===== config.mk =====
export PLATFORM = sky130hd
export DESIGN_NAME = zsb_zone_status_bank
export DESIGN_NICKNAME = d
export VERILOG_FILES = /design/src/logic/zsb_pkg.sv /design/src/logic/zsb_zone_if.sv /design/src/logic/zsb_carton_counter.sv /design/src/logic/zsb_stall_timer.sv /design/src/logic/zsb_zone_status_bank.sv
export SDC_FILE = /design/constraint.sdc
export NUM_CORES = 1
export LEC_CHECK = 0
export BUFFER_PORTS_ARGS = -buffer_cell sky130_fd_sc_hd__buf_2
export CAP_MARGIN = 20
export CORE_MARGIN = 1
export CORE_UTILIZATION = 61
export CTS_BUF_LIST = sky130_fd_sc_hd__clkbuf_16
export DETAILED_ROUTE_END_ITERATION = 10
export GPL_ROUTABILITY_DRIVEN = 0
export PLACE_DENSITY = 0.84
export SYNTH_ARGS = -nofsm -noshare
export SYNTH_HDL_FRONTEND = slang
export SYNTH_SLANG_ARGS = --single-unit

===== constraint.sdc =====
create_clock -name mclk -period 3.5 [get_ports mclk]
set_clock_uncertainty 0.05 [all_clocks]
set_input_delay 0.35 -clock mclk [delete_from_list [all_inputs] [get_ports mclk]]
set_output_delay 0.35 -clock mclk [all_outputs]
set_load 0.02 [all_outputs]

===== src/logic/zsb_pkg.sv =====
// zsb_pkg: shared constants of the zone status input bank
// assumes one 200 MHz clock and a read port served by zsb_zone_status_bank
`default_nettype none
package zsb_pkg;
    localparam int unsigned CLK_MHZ      = 200;
    localparam int unsigned MS_PER_SEC   = 1000;
    localparam int unsigned KHZ_PER_MHZ  = 1000;
    localparam int unsigned STALL_SEC    = 20;
    localparam int unsigned MS_CYCLES_DEF = CLK_MHZ * KHZ_PER_MHZ;
    localparam int unsigned STALL_MS_DEF  = STALL_SEC * MS_PER_SEC;
    // module register addresses
    localparam logic [15:0] REG_STAT_LEFT = 16'h0058;
    localparam logic [15:0] REG_UP_ARR    = 16'h006A;
    localparam logic [15:0] REG_UP_DEP    = 16'h006B;
    localparam logic [15:0] REG_UP_STATE  = 16'h0074;
    localparam logic [15:0] REG_DN_ARR    = 16'h00BA;
    localparam logic [15:0] REG_DN_DEP    = 16'h00BB;
    localparam logic [15:0] REG_DN_STATE  = 16'h00C4;
    // assembly: first word 1500, word order below
    localparam logic [15:0] ASM_BASE = 16'h05DC;
    localparam logic [2:0]  AW_UP_STATE = 3'h0;
    localparam logic [2:0]  AW_DN_STATE = 3'h1;
    localparam logic [2:0]  AW_UP_ARR   = 3'h2;
    localparam logic [2:0]  AW_UP_DEP   = 3'h3;
    localparam logic [2:0]  AW_DN_ARR   = 3'h4;
    localparam logic [2:0]  AW_DN_DEP   = 3'h5;
    localparam logic [2:0]  AW_STATUS   = 3'h6;
    localparam logic [2:0]  AW_NONE     = 3'h7;
    localparam logic [5:0]  MAX_SPAN    = 6'h2D;
    // service codes
    localparam logic [7:0] SVC_READ   = 8'h03;
    localparam logic [7:0] SVC_WRITE1 = 8'h06;
    localparam logic [7:0] SVC_WRITEN = 8'h10;
    localparam logic [7:0] SVC_RDWR   = 8'h17;
    // zone state codes
    localparam logic [7:0] ZS_IDLE   = 8'h01;
    localparam logic [7:0] ZS_ACCEPT = 8'h02;
    localparam logic [7:0] ZS_DISCH  = 8'h04;
    localparam logic [7:0] ZS_HELD   = 8'h05;
    localparam logic [7:0] ZS_BUSY   = 8'h06;
    // status word fields
    localparam logic [15:0] STATUS_RST = 16'h0001;
    localparam int SB_RESET = 0;
    localparam int SB_RSVD  = 1;
    localparam int SB_OVERV = 2;
    localparam int SB_LMERR = 3;
    localparam int SB_NET   = 4;
    localparam int SB_JAM   = 5;
    localparam int SB_LSENS = 6;
    localparam int SB_UNDERV = 7;
    localparam int SB_HOT   = 8;
    localparam int SB_MAXTQ = 9;
    localparam int SB_SHORT = 10;
    localparam int SB_OPEN  = 11;
    localparam int SB_OVLD  = 12;
    localparam int SB_STALL = 13;
    localparam int SB_HALL  = 14;
    localparam int SB_UNUSED = 15;
    // stall threshold as a percentage
    localparam logic [23:0] STALL_PCT = 24'h00_000A;
    localparam logic [23:0] PCT_FULL  = 24'h00_0064;
endpackage : zsb_pkg
`default_nettype wire


===== src/logic/zsb_zone_if.sv =====
// zsb_zone_if: one zone's sensor level and carton counters
// assumes both ends run on mclk
`timescale 1ns/1ps
`default_nettype none
interface zsb_zone_if;
    logic        blocked;
    logic [15:0] arrCnt;
    logic [15:0] depCnt;
    modport cnt  (input blocked, output arrCnt, output depCnt);
    modport bank (output blocked, input arrCnt, input depCnt);
endinterface : zsb_zone_if
`default_nettype wire


===== src/logic/zsb_carton_counter.sv =====
// zsb_carton_counter: arrival and departure counts of one zone
// assumes zone.blocked is already synchronised to mclk
`timescale 1ns/1ps
`default_nettype none
module zsb_carton_counter
    import zsb_pkg::*;
(
    input  wire logic mclk,
    input  wire logic nrst,
    zsb_zone_if.cnt   zone
);
    logic blkPrev_ff;
    logic arrive;
    logic depart;

    assign arrive = zone.blocked & ~blkPrev_ff;
    assign depart = ~zone.blocked & blkPrev_ff;

    always_ff @(posedge mclk or negedge nrst) begin
        if (!nrst) begin
            blkPrev_ff <= 1'b0;
        end else begin
            blkPrev_ff <= zone.blocked;
        end
    end

    // plain 16-bit adders wrap by themselves
    always_ff @(posedge mclk or negedge nrst) begin
        if (!nrst) begin
            zone.arrCnt <= 16'h0000;
            zone.depCnt <= 16'h0000;
        end else begin
            if (arrive) zone.arrCnt <= zone.arrCnt + 16'h0001;
            if (depart) zone.depCnt <= zone.depCnt + 16'h0001;
        end
    end

    a_arrival_step: assert property (@(posedge mclk) disable iff (!nrst)
        arrive |=> zone.arrCnt == 16'($past(zone.arrCnt) + 16'h0001))
        else $error("arrival count did not step");
    a_depart_step: assert property (@(posedge mclk) disable iff (!nrst)
        (depart ##1 !depart) |-> zone.depCnt == 16'($past(zone.depCnt) + 16'h0001))
        else $error("departure count did not step");
    a_count_wrap: assert property (@(posedge mclk) disable iff (!nrst)
        (arrive && zone.arrCnt == 16'hFFFF) |=> zone.arrCnt == 16'h0000)
        else $error("arrival count did not wrap");
endmodule : zsb_carton_counter
`default_nettype wire


===== src/logic/zsb_stall_timer.sv =====
// zsb_stall_timer: raises overload after a long continuous stall
// assumes msTick is a one-cycle pulse every millisecond
`timescale 1ns/1ps
`default_nettype none
module zsb_stall_timer #(
    parameter int unsigned STALL_MS = 20000
) (
    input  wire logic mclk,
    input  wire logic nrst,
    input  wire logic msTick,
    input  wire logic stalled,
    output var  logic overload_ff
);
    logic [31:0] cnt_ff;

    // saturates so a very long stall cannot wrap back to healthy
    always_ff @(posedge mclk or negedge nrst) begin
        if (!nrst) begin
            cnt_ff      <= 32'h0000_0000;
            overload_ff <= 1'b0;
        end else if (!stalled) begin
            cnt_ff      <= 32'h0000_0000;
            overload_ff <= 1'b0;
        end else begin
            if (msTick && cnt_ff < STALL_MS) cnt_ff <= cnt_ff + 32'h0000_0001;
            overload_ff <= (cnt_ff >= STALL_MS);
        end
    end

    a_overload_clear: assert property (@(posedge mclk) disable iff (!nrst)
        !stalled |=> !overload_ff)
        else $error("overload stayed after stall ended");
    a_overload_time: assert property (@(posedge mclk) disable iff (!nrst)
        $rose(overload_ff) |-> $past(cnt_ff) == STALL_MS && $past(stalled))
        else $error("overload raised at the wrong stall time");
endmodule : zsb_stall_timer
`default_nettype wire


===== src/logic/zsb_zone_status_bank.sv =====
// zsb_zone_status_bank: read-only zone status bank and its request port
// assumes pins are asynchronous; speeds and requests come from mclk logic
`timescale 1ns/1ps
`default_nettype none
module zsb_zone_status_bank
    import zsb_pkg::*;
#(
    parameter int unsigned MS_CYCLES = MS_CYCLES_DEF,
    parameter int unsigned STALL_MS  = STALL_MS_DEF
) (
    input  wire logic        mclk,
    input  wire logic        nrst,
    input  wire logic        upSensorPin,
    input  wire logic        dnSensorPin,
    input  wire logic        upRunPin,
    input  wire logic        dnRunPin,
    input  wire logic        netStopBusyPin,
    input  wire logic        reversePin,
    input  wire logic        plcConnPin,
    input  wire logic        overVoltPin,
    input  wire logic        underVoltPin,
    input  wire logic        netBadPin,
    input  wire logic        upJamPin,
    input  wire logic        leftSensErrPin,
    input  wire logic        leftHotPin,
    input  wire logic        leftMaxTqPin,
    input  wire logic        leftShortPin,
    input  wire logic        leftOpenPin,
    input  wire logic        leftHallErrPin,
    input  wire logic        leftUnusedPin,
    input  wire logic [15:0] leftSpeed,
    input  wire logic [15:0] leftSetSpeed,
    input  wire logic        reqValid,
    input  wire logic [7:0]  reqSvc,
    input  wire logic        reqAsm,
    input  wire logic [15:0] reqAddr,
    input  wire logic [5:0]  reqCount,
    output var  logic        reqReady_ff,
    output var  logic        rspValid_ff,
    output var  logic [15:0] rspData_ff,
    output var  logic        rspLast_ff,
    output var  logic        rspErr_ff,
    input  wire logic        byteRdEn,
    input  wire logic [5:0]  byteIdx,
    output var  logic        byteValid_ff,
    output var  logic [7:0]  byteData_ff
);
    typedef enum logic {ST_IDLE, ST_STREAM} zsb_state_t;

    logic [17:0]       pinMeta_ff;
    logic [17:0]       pinSync_ff;
    logic              upBlk, dnBlk, upRun, dnRun, stopBusy, reverse, plcConn;
    logic              overV, underV, netBad, upJam, lSens, lHot, lMaxTq;
    logic              lShort, lOpen, lHall, lUnused;
    logic [15:0]       upWord_ff, dnWord_ff, statusWord_ff, nxt_statusWord;
    logic [6:0][15:0]  img;
    logic [31:0]       msCnt_ff;
    logic              msTick_ff;
    logic              stalledNow, overload;
    zsb_state_t        state_ff;
    logic [15:0]       curAddr_ff;
    logic [5:0]        left_ff;
    logic              asmMode_ff;
    logic              accept, isRead, isWrite, reqFault;
    logic [15:0]       byteWord;

    zsb_zone_if upZone ();
    zsb_zone_if dnZone ();

    function automatic logic [15:0] zoneWord(input logic blk, input logic run,
                                             input logic busy, input logic rev);
        logic [7:0] code;
        code = ZS_IDLE;
        if (busy)            code = ZS_BUSY;
        else if (blk && run) code = ZS_DISCH;
        else if (blk)        code = ZS_HELD;
        else if (run)        code = ZS_ACCEPT;
        // only the running direction's byte carries a code
        return rev ? {code, 8'h00} : {8'h00, code};
    endfunction : zoneWord

    function automatic logic [2:0] modIdx(input logic [15:0] addr);
        case (addr)
            REG_UP_STATE:  return AW_UP_STATE;
            REG_DN_STATE:  return AW_DN_STATE;
            REG_UP_ARR:    return AW_UP_ARR;
            REG_UP_DEP:    return AW_UP_DEP;
            REG_DN_ARR:    return AW_DN_ARR;
            REG_DN_DEP:    return AW_DN_DEP;
            REG_STAT_LEFT: return AW_STATUS;
            default:       return AW_NONE;
        endcase
    endfunction : modIdx

    // words past the status word belong to other banks and read zero
    function automatic logic [15:0] pickWord(input logic [6:0][15:0] im,
                                             input logic [15:0] idx);
        return (idx < 16'(AW_NONE)) ? im[idx[2:0]] : 16'h0000;
    endfunction : pickWord

    function automatic logic [15:0] wordAt(input logic [6:0][15:0] im,
                                           input logic asmMode, input logic [15:0] addr);
        logic [2:0] mi;
        mi = modIdx(addr);
        if (asmMode) return pickWord(im, 16'(addr - ASM_BASE));
        return pickWord(im, {13'h0000, mi});
    endfunction : wordAt

    // two-stage synchroniser on every pin
    always_ff @(posedge mclk or negedge nrst) begin
        if (!nrst) begin
            pinMeta_ff <= 18'h0_0000;
            pinSync_ff <= 18'h0_0000;
        end else begin
            pinMeta_ff <= {upSensorPin, dnSensorPin, upRunPin, dnRunPin, netStopBusyPin,
                           reversePin, plcConnPin, overVoltPin, underVoltPin, netBadPin,
                           upJamPin, leftSensErrPin, leftHotPin, leftMaxTqPin,
                           leftShortPin, leftOpenPin, leftHallErrPin, leftUnusedPin};
            pinSync_ff <= pinMeta_ff;
        end
    end

    assign {upBlk, dnBlk, upRun, dnRun, stopBusy, reverse, plcConn, overV, underV,
            netBad, upJam, lSens, lHot, lMaxTq, lShort, lOpen, lHall, lUnused} = pinSync_ff;

    assign upZone.blocked = upBlk;
    assign dnZone.blocked = dnBlk;

    zsb_carton_counter u_upCount (.mclk(mclk), .nrst(nrst), .zone(upZone));
    zsb_carton_counter u_dnCount (.mclk(mclk), .nrst(nrst), .zone(dnZone));

    always_ff @(posedge mclk or negedge nrst) begin
        if (!nrst) begin
            upWord_ff <= 16'h0000;
            dnWord_ff <= 16'h0000;
        end else begin
            upWord_ff <= zoneWord(upBlk, upRun, stopBusy, reverse);
            dnWord_ff <= zoneWord(dnBlk, dnRun, stopBusy, reverse);
        end
    end

    // millisecond enable for the stall timer
    always_ff @(posedge mclk or negedge nrst) begin
        if (!nrst) begin
            msCnt_ff  <= 32'h0000_0000;
            msTick_ff <= 1'b0;
        end else begin
            msTick_ff <= (msCnt_ff == MS_CYCLES - 1);
            msCnt_ff  <= (msCnt_ff == MS_CYCLES - 1) ? 32'h0000_0000 : msCnt_ff + 32'h0000_0001;
        end
    end

    // products kept at 24 bits so full-scale speeds cannot overflow
    assign stalledNow = (leftSetSpeed != 16'h0000) &&
        ({8'h00, leftSpeed} * PCT_FULL < {8'h00, leftSetSpeed} * STALL_PCT);

    zsb_stall_timer #(.STALL_MS(STALL_MS)) u_stall (
        .mclk        (mclk),
        .nrst        (nrst),
        .msTick      (msTick_ff),
        .stalled     (stalledNow),
        .overload_ff (overload)
    );

    always_comb begin
        nxt_statusWord            = 16'h0000;
        nxt_statusWord[SB_RESET]  = statusWord_ff[SB_RESET] & ~plcConn;
        nxt_statusWord[SB_OVERV]  = overV;
        nxt_statusWord[SB_UNDERV] = underV;
        nxt_statusWord[SB_NET]    = netBad;
        nxt_statusWord[SB_JAM]    = upJam;
        nxt_statusWord[SB_LSENS]  = lSens;
        nxt_statusWord[SB_HOT]    = lHot;
        nxt_statusWord[SB_MAXTQ]  = lMaxTq;
        nxt_statusWord[SB_SHORT]  = lShort;
        nxt_statusWord[SB_OPEN]   = lOpen;
        nxt_statusWord[SB_OVLD]   = overload;
        nxt_statusWord[SB_STALL]  = stalledNow;
        nxt_statusWord[SB_HALL]   = lHall;
        nxt_statusWord[SB_UNUSED] = lUnused;
        // "not used" is a setting, not a fault, so it stays out of the summary
        nxt_statusWord[SB_LMERR]  = |nxt_statusWord[SB_HALL:SB_HOT];
    end

    always_ff @(posedge mclk or negedge nrst) begin
        if (!nrst) begin
            statusWord_ff <= STATUS_RST;
        end else begin
            statusWord_ff <= nxt_statusWord;
        end
    end

    assign img = {statusWord_ff, dnZone.depCnt, dnZone.arrCnt, upZone.depCnt,
                  upZone.arrCnt, dnWord_ff, upWord_ff};

    assign accept  = reqValid && reqReady_ff;
    assign isRead  = (reqSvc == SVC_READ) || (reqSvc == SVC_RDWR);
    assign isWrite = (reqSvc == SVC_WRITE1) || (reqSvc == SVC_WRITEN);
    assign reqFault = !(isRead || isWrite) ||
        (reqSvc != SVC_WRITE1 && (reqCount == 6'h00 || reqCount > MAX_SPAN)) ||
        (reqAsm && reqAddr != ASM_BASE);

    always_ff @(posedge mclk or negedge nrst) begin
        if (!nrst) begin
            state_ff    <= ST_IDLE;
            reqReady_ff <= 1'b1;
            rspValid_ff <= 1'b0;
            rspData_ff  <= 16'h0000;
            rspLast_ff  <= 1'b0;
            rspErr_ff   <= 1'b0;
            curAddr_ff  <= 16'h0000;
            left_ff     <= 6'h00;
            asmMode_ff  <= 1'b0;
        end else begin
            rspValid_ff <= 1'b0;
            rspLast_ff  <= 1'b0;
            rspErr_ff   <= 1'b0;
            case (state_ff)
                ST_IDLE: begin
                    reqReady_ff <= 1'b1;
                    if (accept) begin
                        reqReady_ff <= 1'b0;
                        if (reqFault || isWrite) begin
                            // writes are acknowledged; this bank holds nothing writable
                            rspValid_ff <= 1'b1;
                            rspLast_ff  <= 1'b1;
                            rspErr_ff   <= reqFault;
                            rspData_ff  <= 16'h0000;
                        end else begin
                            state_ff   <= ST_STREAM;
                            curAddr_ff <= reqAddr;
                            left_ff    <= reqCount;
                            asmMode_ff <= reqAsm;
                        end
                    end
                end
                ST_STREAM: begin
                    rspValid_ff <= 1'b1;
                    rspData_ff  <= wordAt(img, asmMode_ff, curAddr_ff);
                    rspLast_ff  <= (left_ff == 6'h01);
                    curAddr_ff  <= curAddr_ff + 16'h0001;
                    left_ff     <= left_ff - 6'h01;
                    if (left_ff == 6'h01) begin
                        state_ff    <= ST_IDLE;
                        reqReady_ff <= 1'b1;
                    end
                end
                default: state_ff <= ST_IDLE;
            endcase
        end
    end

    // byte view of the assembly
    assign byteWord = pickWord(img, {11'h000, byteIdx[5:1]});

    always_ff @(posedge mclk or negedge nrst) begin
        if (!nrst) begin
            byteValid_ff <= 1'b0;
            byteData_ff  <= 8'h00;
        end else begin
            byteValid_ff <= byteRdEn;
            if (byteRdEn) begin
                byteData_ff <= byteIdx[0] ? byteWord[7:0] : byteWord[15:8];
            end
        end
    end

    a_zone_idle: assert property (@(posedge mclk) disable iff (!nrst)
        (!upBlk && !upRun && !stopBusy && !reverse) |=> upWord_ff == {8'h00, ZS_IDLE})
        else $error("idle zone code wrong");
    a_zone_held: assert property (@(posedge mclk) disable iff (!nrst)
        (dnBlk && !dnRun && !stopBusy && !reverse) |=> dnWord_ff == {8'h00, ZS_HELD})
        else $error("held zone code wrong");
    a_zone_busy: assert property (@(posedge mclk) disable iff (!nrst)
        (stopBusy && reverse) |=> upWord_ff == {ZS_BUSY, 8'h00} && dnWord_ff == {ZS_BUSY, 8'h00})
        else $error("busy code or reverse byte placement wrong");
    a_byte_order: assert property (@(posedge mclk) disable iff (!nrst)
        (byteRdEn && byteIdx == 6'h0C) |=> byteData_ff == $past(statusWord_ff[15:8]))
        else $error("status high byte not at even offset");
    a_reserved_bit: assert property (@(posedge mclk) disable iff (!nrst)
        $past(statusWord_ff[SB_RSVD]) == 1'b0 && statusWord_ff[SB_RSVD] == 1'b0)
        else $error("reserved status bit set");
    a_reset_flag: assert property (@(posedge mclk) disable iff (!nrst)
        (plcConn || !statusWord_ff[SB_RESET]) |=> !statusWord_ff[SB_RESET])
        else $error("reset flag not cleared or came back");
    a_motor_summary: assert property (@(posedge mclk) disable iff (!nrst)
        statusWord_ff[SB_LMERR] == |statusWord_ff[SB_HALL:SB_HOT])
        else $error("motor error summary mismatch");
    a_fault_follow: assert property (@(posedge mclk) disable iff (!nrst)
        $fell(overV) |=> !statusWord_ff[SB_OVERV])
        else $error("over-voltage bit latched");
    a_stall_flag: assert property (@(posedge mclk) disable iff (!nrst)
        (leftSetSpeed == 16'h0064 && leftSpeed == 16'h0009) |=> statusWord_ff[SB_STALL])
        else $error("stall below tenth of speed not flagged");
    a_start_error: assert property (@(posedge mclk) disable iff (!nrst)
        (accept && reqAsm && reqAddr != ASM_BASE) |=> rspValid_ff && rspErr_ff && rspLast_ff)
        else $error("bad assembly start not refused");
    a_span_limit: assert property (@(posedge mclk) disable iff (!nrst)
        (accept && !reqFault && isRead && reqCount == 6'h02)
        |=> !rspValid_ff ##1 rspValid_ff && !rspLast_ff ##1 rspValid_ff && rspLast_ff)
        else $error("read stream length wrong");
endmodule : zsb_zone_status_bank
`default_nettype wire


======== Word-level counts from Yosys, hierarchy flattened ========
Cells that the tools add are included.
operators by class
  add/subtract/negate cells ............... 9
  multiply operators ...................... 2
  div/mod/pow operators ................... 0
  order comparisons ....................... 10
  equality and inequality tests ........... 20
  shift-type cells ........................ 0
  muxes and demuxes ....................... 53
  bitwise gates (word level) .............. 12
  reduce and logical (&&, ||, !) cells .... 21
operators by type and width
  operator                                                             number
  two-way mux 16 bit                                                   14
  binary-select mux 16 bit (select 3 bit)                              3
  two-way mux 32 bit                                                   3
  adder 16 x 1 -> 16 bit, second input constant                        5
  adder 32 x 1 -> 32 bit, second input constant                        2
  equality test 16 x 7 -> 1 bit, second input constant                 4
  one-hot mux 16 bit (2 select lines)                                  2
  equality test 16 x 8 -> 1 bit, second input constant                 3
  equality test 32 x 18 -> 1 bit, second input constant                1
  greater-or-equal comparator 32 x 15 -> 1 bit, second input constant  1
  less-than comparator 32 x 15 -> 1 bit, second input constant         1
  less-than comparator 23 x 20 -> 1 bit                                1
  multiplier 16 x 5 -> 21 bit, second input constant                   1
  two-way mux 3 bit                                                    7
  one-hot mux 3 bit (7 select lines)                                   1
  multiplier 16 x 3 -> 19 bit, second input constant                   1
  equality test 8 x 5 -> 1 bit, second input constant                  2
  less-than comparator 16 x 3 -> 1 bit, second input constant          1
  != test 16 x 11 -> 1 bit, second input constant                      1
  nonzero test 16 bit                                                  1
  subtractor 16 x 11 -> 16 bit, second input constant                  1
  two-way mux 1 bit                                                    13
  less-than comparator 3 x 4 -> 1 bit, second input constant           3
  two-way mux 6 bit                                                    2
  other kinds (23)                                                     53
storage, ports and cells
  register bits after elaboration ......... 268
  bits in latches ......................... 0
  memory bits (writable) .................. 0
  memory bits (read-only) ................. 0
  bits of input ports ..................... 91
  output and inout bits ................... 29
  word-level logic and storage cells ...... 153
  memories kept ........................... 0

======== Depth between registers and ports, before layout ========
  depth in word-level cells ............... 10
  gate-level depth with buffers ........... 21
  mapped depth without buffers ............ 19

======== By module ========
A second synthesis with hierarchy kept.
unflattened totals
  cells, all modules ...................... 1560
  area, all modules ....................... 15693.8 um^2
modules (own cells, without submodules)
  module                times used  cells each  area each (um^2)  sequential area each (um^2)
  zsb_zone_status_bank  1           1193        11349.6           3731.1
  zsb_carton_counter    2           114         1431.4            825.8
  zsb_stall_timer       1           139         1481.4            825.8

======== Worst setup path after synthesis ========
Ideal clock, no wire load.
  path kind ............................... in2reg
  from .................................... input port leftSpeed[2]
  to ...................................... register u_stall.cnt_ff[29]
  library setup time ...................... 105 ps
  data arrival time ....................... 4277 ps
  required time ........................... 3345 ps
  slack ................................... -932 ps
  stages on the path ...................... 17
  path buffers ............................ 1
  path through ............................ ha_1 ha_1 fa_1 ha_1 o21a_1 a21oi_1 nor3b_2 o31ai_2 o21a_1 o41a_1 xor2_1 ha_1 nor3_1 o2111a_1 nand4_2 buf_2 nor4b_1
between the ends
  cells in the longest elaborated chain, start to end .. 4
  elaborated cells on any way between the ends .. 5
  those cells by class .................... mul (1); order compare (1); eq/ne (1); mux (1); reduce/logical (1)
RTL lines
  element                                                               RTL line                     RTL
  start, declared                                                       zsb_zone_status_bank.sv:31   input wire logic [15:0] leftSpeed,
  multiplier 16 x 5 -> 21 bit (*)                                       zsb_zone_status_bank.sv:155  ({8'h00, leftSpeed} * PCT_FULL < {8'h00, leftSetSpeed} * STALL_PCT);
  less-than comparator 23 x 20 -> 1 bit (*)                             zsb_zone_status_bank.sv:155
  logical AND 1 bit (*)                                                 zsb_zone_status_bank.sv:154  assign stalledNow = (leftSetSpeed != 16'h0000) &&
  != test 2 bit (no source line) or two-way mux 32 bit (tied branches)  n/a
  end signal, assigned                                                  zsb_stall_timer.sv:25        if (msTick && cnt_ff < STALL_MS) cnt_ff <= cnt_ff + 32'h0000_0001;
  end, declared                                                         zsb_stall_timer.sv:14        logic [31:0] cnt_ff;
Every way passes the cells marked *; elsewhere a longest branch is shown, timed or not.
A chain may end at the register's enable or synchronous reset.

======== Worst setup path after layout ========
  from .................................... input port leftSpeed[6]
  to ...................................... register u_stall.cnt_ff[18]
The elaborated chain is that of the path after synthesis.

==> report_table.html <==
<table>
<tr><th>Metric</th><th>Value</th></tr>
<tr><th colspan="2">Worst setup path</th></tr>
<tr><td>Worst Reg2Reg Path Length in Cells</td><td>9</td></tr>
<tr><td>Launch instance of the worst register-to-register path</td><td>curAddr_ff[2]</td></tr>
<tr><td>WP data arrival</td><td>4550 ps</td></tr>
<tr><td>Top fanout value on the critical path</td><td>8</td></tr>
<tr><td>Kind of end point of the critical path</td><td>flop</td></tr>
<tr><td>Path type of the worst setup path</td><td>input port to flop</td></tr>
<tr><td>Worst path required time</td><td>3850 ps</td></tr>
<tr><td>CP Launch Type</td><td>input port</td></tr>
<tr><td>Worst flop-to-flop path endpoint</td><td>rspData_ff[8]</td></tr>
<tr><td>R2r setup slk</td><td>450 ps</td></tr>
<tr><th colspan="2">Logic synthesis</th></tr>
<tr><td>Flip-flop and latch count after synthesis</td><td>248</td></tr>
<tr><td>Synthesis warning total</td><td>0</td></tr>
<tr><td>Post-Synthesis Cell Area</td><td>15770 um^2</td></tr>
<tr><td>Post-synth ARST share</td><td>100.0%</td></tr>
<tr><td>Cell count after synthesis</td><td>1556</td></tr>
<tr><td>Proportion of synthesized chip area in sequential cells</td><td>39.38%</td></tr>
<tr><td>Post-synthesis average cell area</td><td>10.13 um^2</td></tr>
<tr><td>EDFF count, synth</td><td>0</td></tr>
<tr><td>Dominant synthesized flop cell</td><td>dfrtp_1</td></tr>
<tr><td>Net count after synthesis</td><td>1774</td></tr>
<tr><td>Number of different library cells in the post-synthesis netlist</td><td>86</td></tr>
<tr><th colspan="2">STA</th></tr>
<tr><td>Setup-failing EPs final</td><td>35</td></tr>
<tr><td>RSZ-0062 raised after global routing</td><td>true</td></tr>
<tr><td>Max_slew headroom</td><td>35.75%</td></tr>
<tr><td>Worst-Margin Slew</td><td>956.4 ps</td></tr>
<tr><td>Number of endpoints with negative hold slack in the final report</td><td>0</td></tr>
<tr><td>Highest clock rate</td><td>237.7 MHz</td></tr>
<tr><td>Pins over their slew limit</td><td>0</td></tr>
<tr><td>Min Tclk post-route</td><td>4207 ps</td></tr>
<tr><td>Portion of the clock cycle consumed by the worst path in the final layout</td><td>120.2%</td></tr>
<tr><td>Accumulated negative setup slack</td><td>-22190 ps</td></tr>
<tr><td>Worst path setup slack after routing</td><td>-707.4 ps</td></tr>
<tr><th colspan="2">Cells and area</th></tr>
<tr><td>Filler instances</td><td>1645</td></tr>
<tr><td>Area occupied by multi-input gates</td><td>9444 um^2</td></tr>
<tr><td>Leading cell type in the layout, fill and taps excluded</td><td>dfrtp_1</td></tr>
<tr><td>Proportion of layout cells with a drive suffix above 1</td><td>22.22%</td></tr>
<tr><td>Final Non-Filler Cells</td><td>2130</td></tr>
<tr><td>Inserted Diodes</td><td>0</td></tr>
<tr><td>Area taken by flip-flops and latches</td><td>6208 um^2</td></tr>
<tr><td>Final #Nets</td><td>2001</td></tr>
<tr><td>Area growth syn-to-layout</td><td>21.52%</td></tr>
<tr><td>Leading cell types in the layout, fill and taps excluded</td><td>dfrtp_1, buf_2, nor2_1</td></tr>
<tr><th colspan="2">Die</th></tr>
<tr><td>Starting density of the core</td><td>62.43%</td></tr>
<tr><td>Height of the chip</td><td>162.8 um</td></tr>
<tr><td>Die W</td><td>162.8 um</td></tr>
<tr><td>Floorplan core area</td><td>25250 um^2</td></tr>
<tr><td>Num rows</td><td>58</td></tr>
<tr><td>Total Die Area</td><td>26490 um^2</td></tr>
<tr><td>Io pins</td><td>120</td></tr>
<tr><th colspan="2">Global routing</th></tr>
<tr><td>Maximum number of pins on one net before global-route repair</td><td>97</td></tr>
<tr><td>Busiest grt layer</td><td>met2</td></tr>
<tr><td>Initial antenna violation count</td><td>0</td></tr>
<tr><td>Met3 Resource Use GR</td><td>4.482%</td></tr>
<tr><td>Total routing usage reported by global routing</td><td>30.94%</td></tr>
<tr><td>Global-route wire length before repair</td><td>66000 um</td></tr>
<tr><td>Overflow left after global routing</td><td>0</td></tr>
<tr><td>Met1 usage</td><td>39.14%</td></tr>
<tr><td>Grt met2 use</td><td>53.69%</td></tr>
<tr><td>Number of global-route vias before repair</td><td>13470</td></tr>
<tr><th colspan="2">Placed design</th></tr>
<tr><td>Port buffer count</td><td>119</td></tr>
<tr><td>HPWL Detailed</td><td>28210 um</td></tr>
<tr><td>Cell count after placement</td><td>2042</td></tr>
<tr><th colspan="2">Hold path</th></tr>
<tr><td>End point of the worst hold path</td><td>curAddr_ff[11]</td></tr>
<tr><td>Cell count of the worst hold path</td><td>2</td></tr>
<tr><td>Class of the most critical hold timing path</td><td>input port to flop</td></tr>
<tr><td>Hold Startpoint</td><td>reqAddr[11]</td></tr>
<tr><th colspan="2">Run status</th></tr>
<tr><td>Violated checks</td><td>negative setup slack</td></tr>
<tr><td>Result of the run</td><td>finished, violations left</td></tr>
<tr><th colspan="2">Routing</th></tr>
<tr><td>Number of search-and-repair iterations in the first detailed-routing pass</td><td>6</td></tr>
<tr><td>Total wirelength of the detailed-routed design</td><td>41180 um</td></tr>
<tr><td>Average wire length per cell after detail routing</td><td>19.33 um</td></tr>
<tr><td>Vias per std cell</td><td>6.314</td></tr>
<tr><td>DRC violations left</td><td>0</td></tr>
<tr><td>Antenna-violating nets left</td><td>0</td></tr>
<tr><td>Count of vias placed by the detailed router</td><td>13450</td></tr>
<tr><td>Violation count after the first detailed-routing iteration</td><td>1469</td></tr>
<tr><th colspan="2">Clock tree</th></tr>
<tr><td>CTS Root Cell</td><td>clkbuf_16</td></tr>
<tr><td>Clock-pin slew reported for the worst setup and hold paths after clock tree synthesis</td><td>60 ps</td></tr>
<tr><td>Total number of H-tree levels</td><td>1</td></tr>
<tr><td>Clock buffer depth</td><td>3</td></tr>
<tr><td>Number of clock sinks</td><td>248</td></tr>
<tr><td>Inserted Clock Buffers</td><td>26</td></tr>
<tr><td>CTS tree</td><td>done</td></tr>
<tr><td>Clk Latency, worst-skew pair</td><td>530 ps</td></tr>
<tr><th colspan="2">Pwr</th></tr>
<tr><td>Leakage power</td><td>8.873 nW</td></tr>
<tr><td>IR drop worst, VDD</td><td>0.0004963 V</td></tr>
<tr><td>Total power divided by cell area</td><td>533.8 nW/um^2</td></tr>
<tr><th colspan="2">Job</th></tr>
<tr><td>Count of maximum capacitance violations</td><td>0</td></tr>
</table>
[synth_stat cells, drive strengths merged, types with 23 or more instances]
cell,instances,area share (%)
xnor2,78,4.3
and3,27,1.1
dfrtp,246,39
nand4,30,1.2
xor2,53,2.9
a21o,23,1.1
o21ai,52,1.7
inv,92,2.2
o22ai,33,1.3
nor4,33,1.7
mux4,23,3.3
nor2,110,2.6
nand2,93,2.2
nor3,32,1.0
buf,41,1.4
clkbuf,26,0.63
a21oi,68,2.2
mux2i,64,4.1
ha,115,9.1
nand3,56,1.8
[sequential cells by signal (all words and copies together) (netlist names), 16 cells and up]
register	flops
curAddr_ff	16
msCnt_ff	32
pinMeta_ff	18
pinSync_ff	18
rspData_ff	16
u_dnCount.zone.arrCnt	16
u_dnCount.zone.depCnt	16
u_stall.cnt_ff	32
u_upCount.zone.arrCnt	16
u_upCount.zone.depCnt	16
[critical path, cell delays in order]
cell,delay (ps)
buf_2,110
ha_1,290
ha_1,280
inv_1,50
fa_1,500
inv_1,40
ha_1,250
nor3_1,210
o21ai_1,150
and2_1,190
a31o_2,260
a211oi_2,230
nor2b_1,100
ha_1,320
a21o_1,200
a21oi_2,150
nor2b_2,70
o21ai_4,160
nand4_4,130
buf_12,180
nor4b_2,320
[logic make-up (layout without fill, tap and decap cells)]
family,count (synthesis),count (layout),synth area share [%]
flip-flops,248,248,39.38
buffers and inverters,160,404,4.238
AO/OA/AOI/OAI,296,296,12.63
AND/OR/NAND/NOR,487,487,17.05
XOR/XNOR,131,131,7.277
adder cells (fa/ha/maj),127,127,10.65
multiplexers,107,107,8.777
[report_power, final]
| part | internal, W | switching, W |
|---|---|---|
| logic | 0.00183 | 0.00210 |
| registers | 0.00315 | 0.000507 |
| clock network | 0.00153 | 0.00111 |
| total | 0.00651 | 0.00372 |
[timing repair]
action	CTS	global route
resized for setup	33	24
gates cloned	2	1
hold buffers	30	0
setup buffers	7	3
pin swaps	17	20
setup endpoints to repair	35	35
hold endpoints to repair	118	0
[final cells by class]
class / instances / share of cell area (%)
well taps: 330 / 2.155
flip-flops and latches: 248 / 32.40
multi-input cells: 1148 / 49.29
clock buffers: 27 / 3.526
inverters: 93 / 1.822
repair buffers: 266 / 10.12
clock inverters: 18 / 0.6792
[how the worst max path moves through the flow]
stage                             from             endpoint  slack (ps)  cells past startpoint
after global routing      leftSpeed[6]    u_stall.cnt_ff[2]        -810                     22
after global placement    leftSpeed[5]   u_stall.cnt_ff[18]        -940                     21
after CTS                 leftSpeed[3]    u_stall.cnt_ff[8]        -480                     19
after detailed placement  leftSpeed[3]   u_stall.cnt_ff[16]       -1150                     19
final                     leftSpeed[6]   u_stall.cnt_ff[18]        -710                     21
after floorplan           leftSpeed[3]  u_stall.overload_ff        -650                     17
[routing by layer]
layer  wire length, um  share of wire (%)
met4              1565                3.8
met5                 0                  0
met1             16430                 40
met3              2747                6.7
met2             20440                 50
[through the flow]
step | instance area (um^2) | util, % | hold slack, ps | setup WS, ps | power (W)
CTS | 18960 | 75.08 | 2.883 | -479.0 | 0.009955
global route | 19160 | 75.87 | 22.02 | -808.4 | 0.01074
detailed placement | 17570 | 69.59 | 284.7 | -1154 | 0.007006
floorplan | 16030 | - | 4.409 | -652.4 | 0.005937
global placement | 17570 | 69.59 | 282.2 | -941.6 | 0.006835
finish | 19160 | 75.87 | 12.30 | -707.4 | 0.01023
No activity file was read; power rests on OpenSTA's default activity.
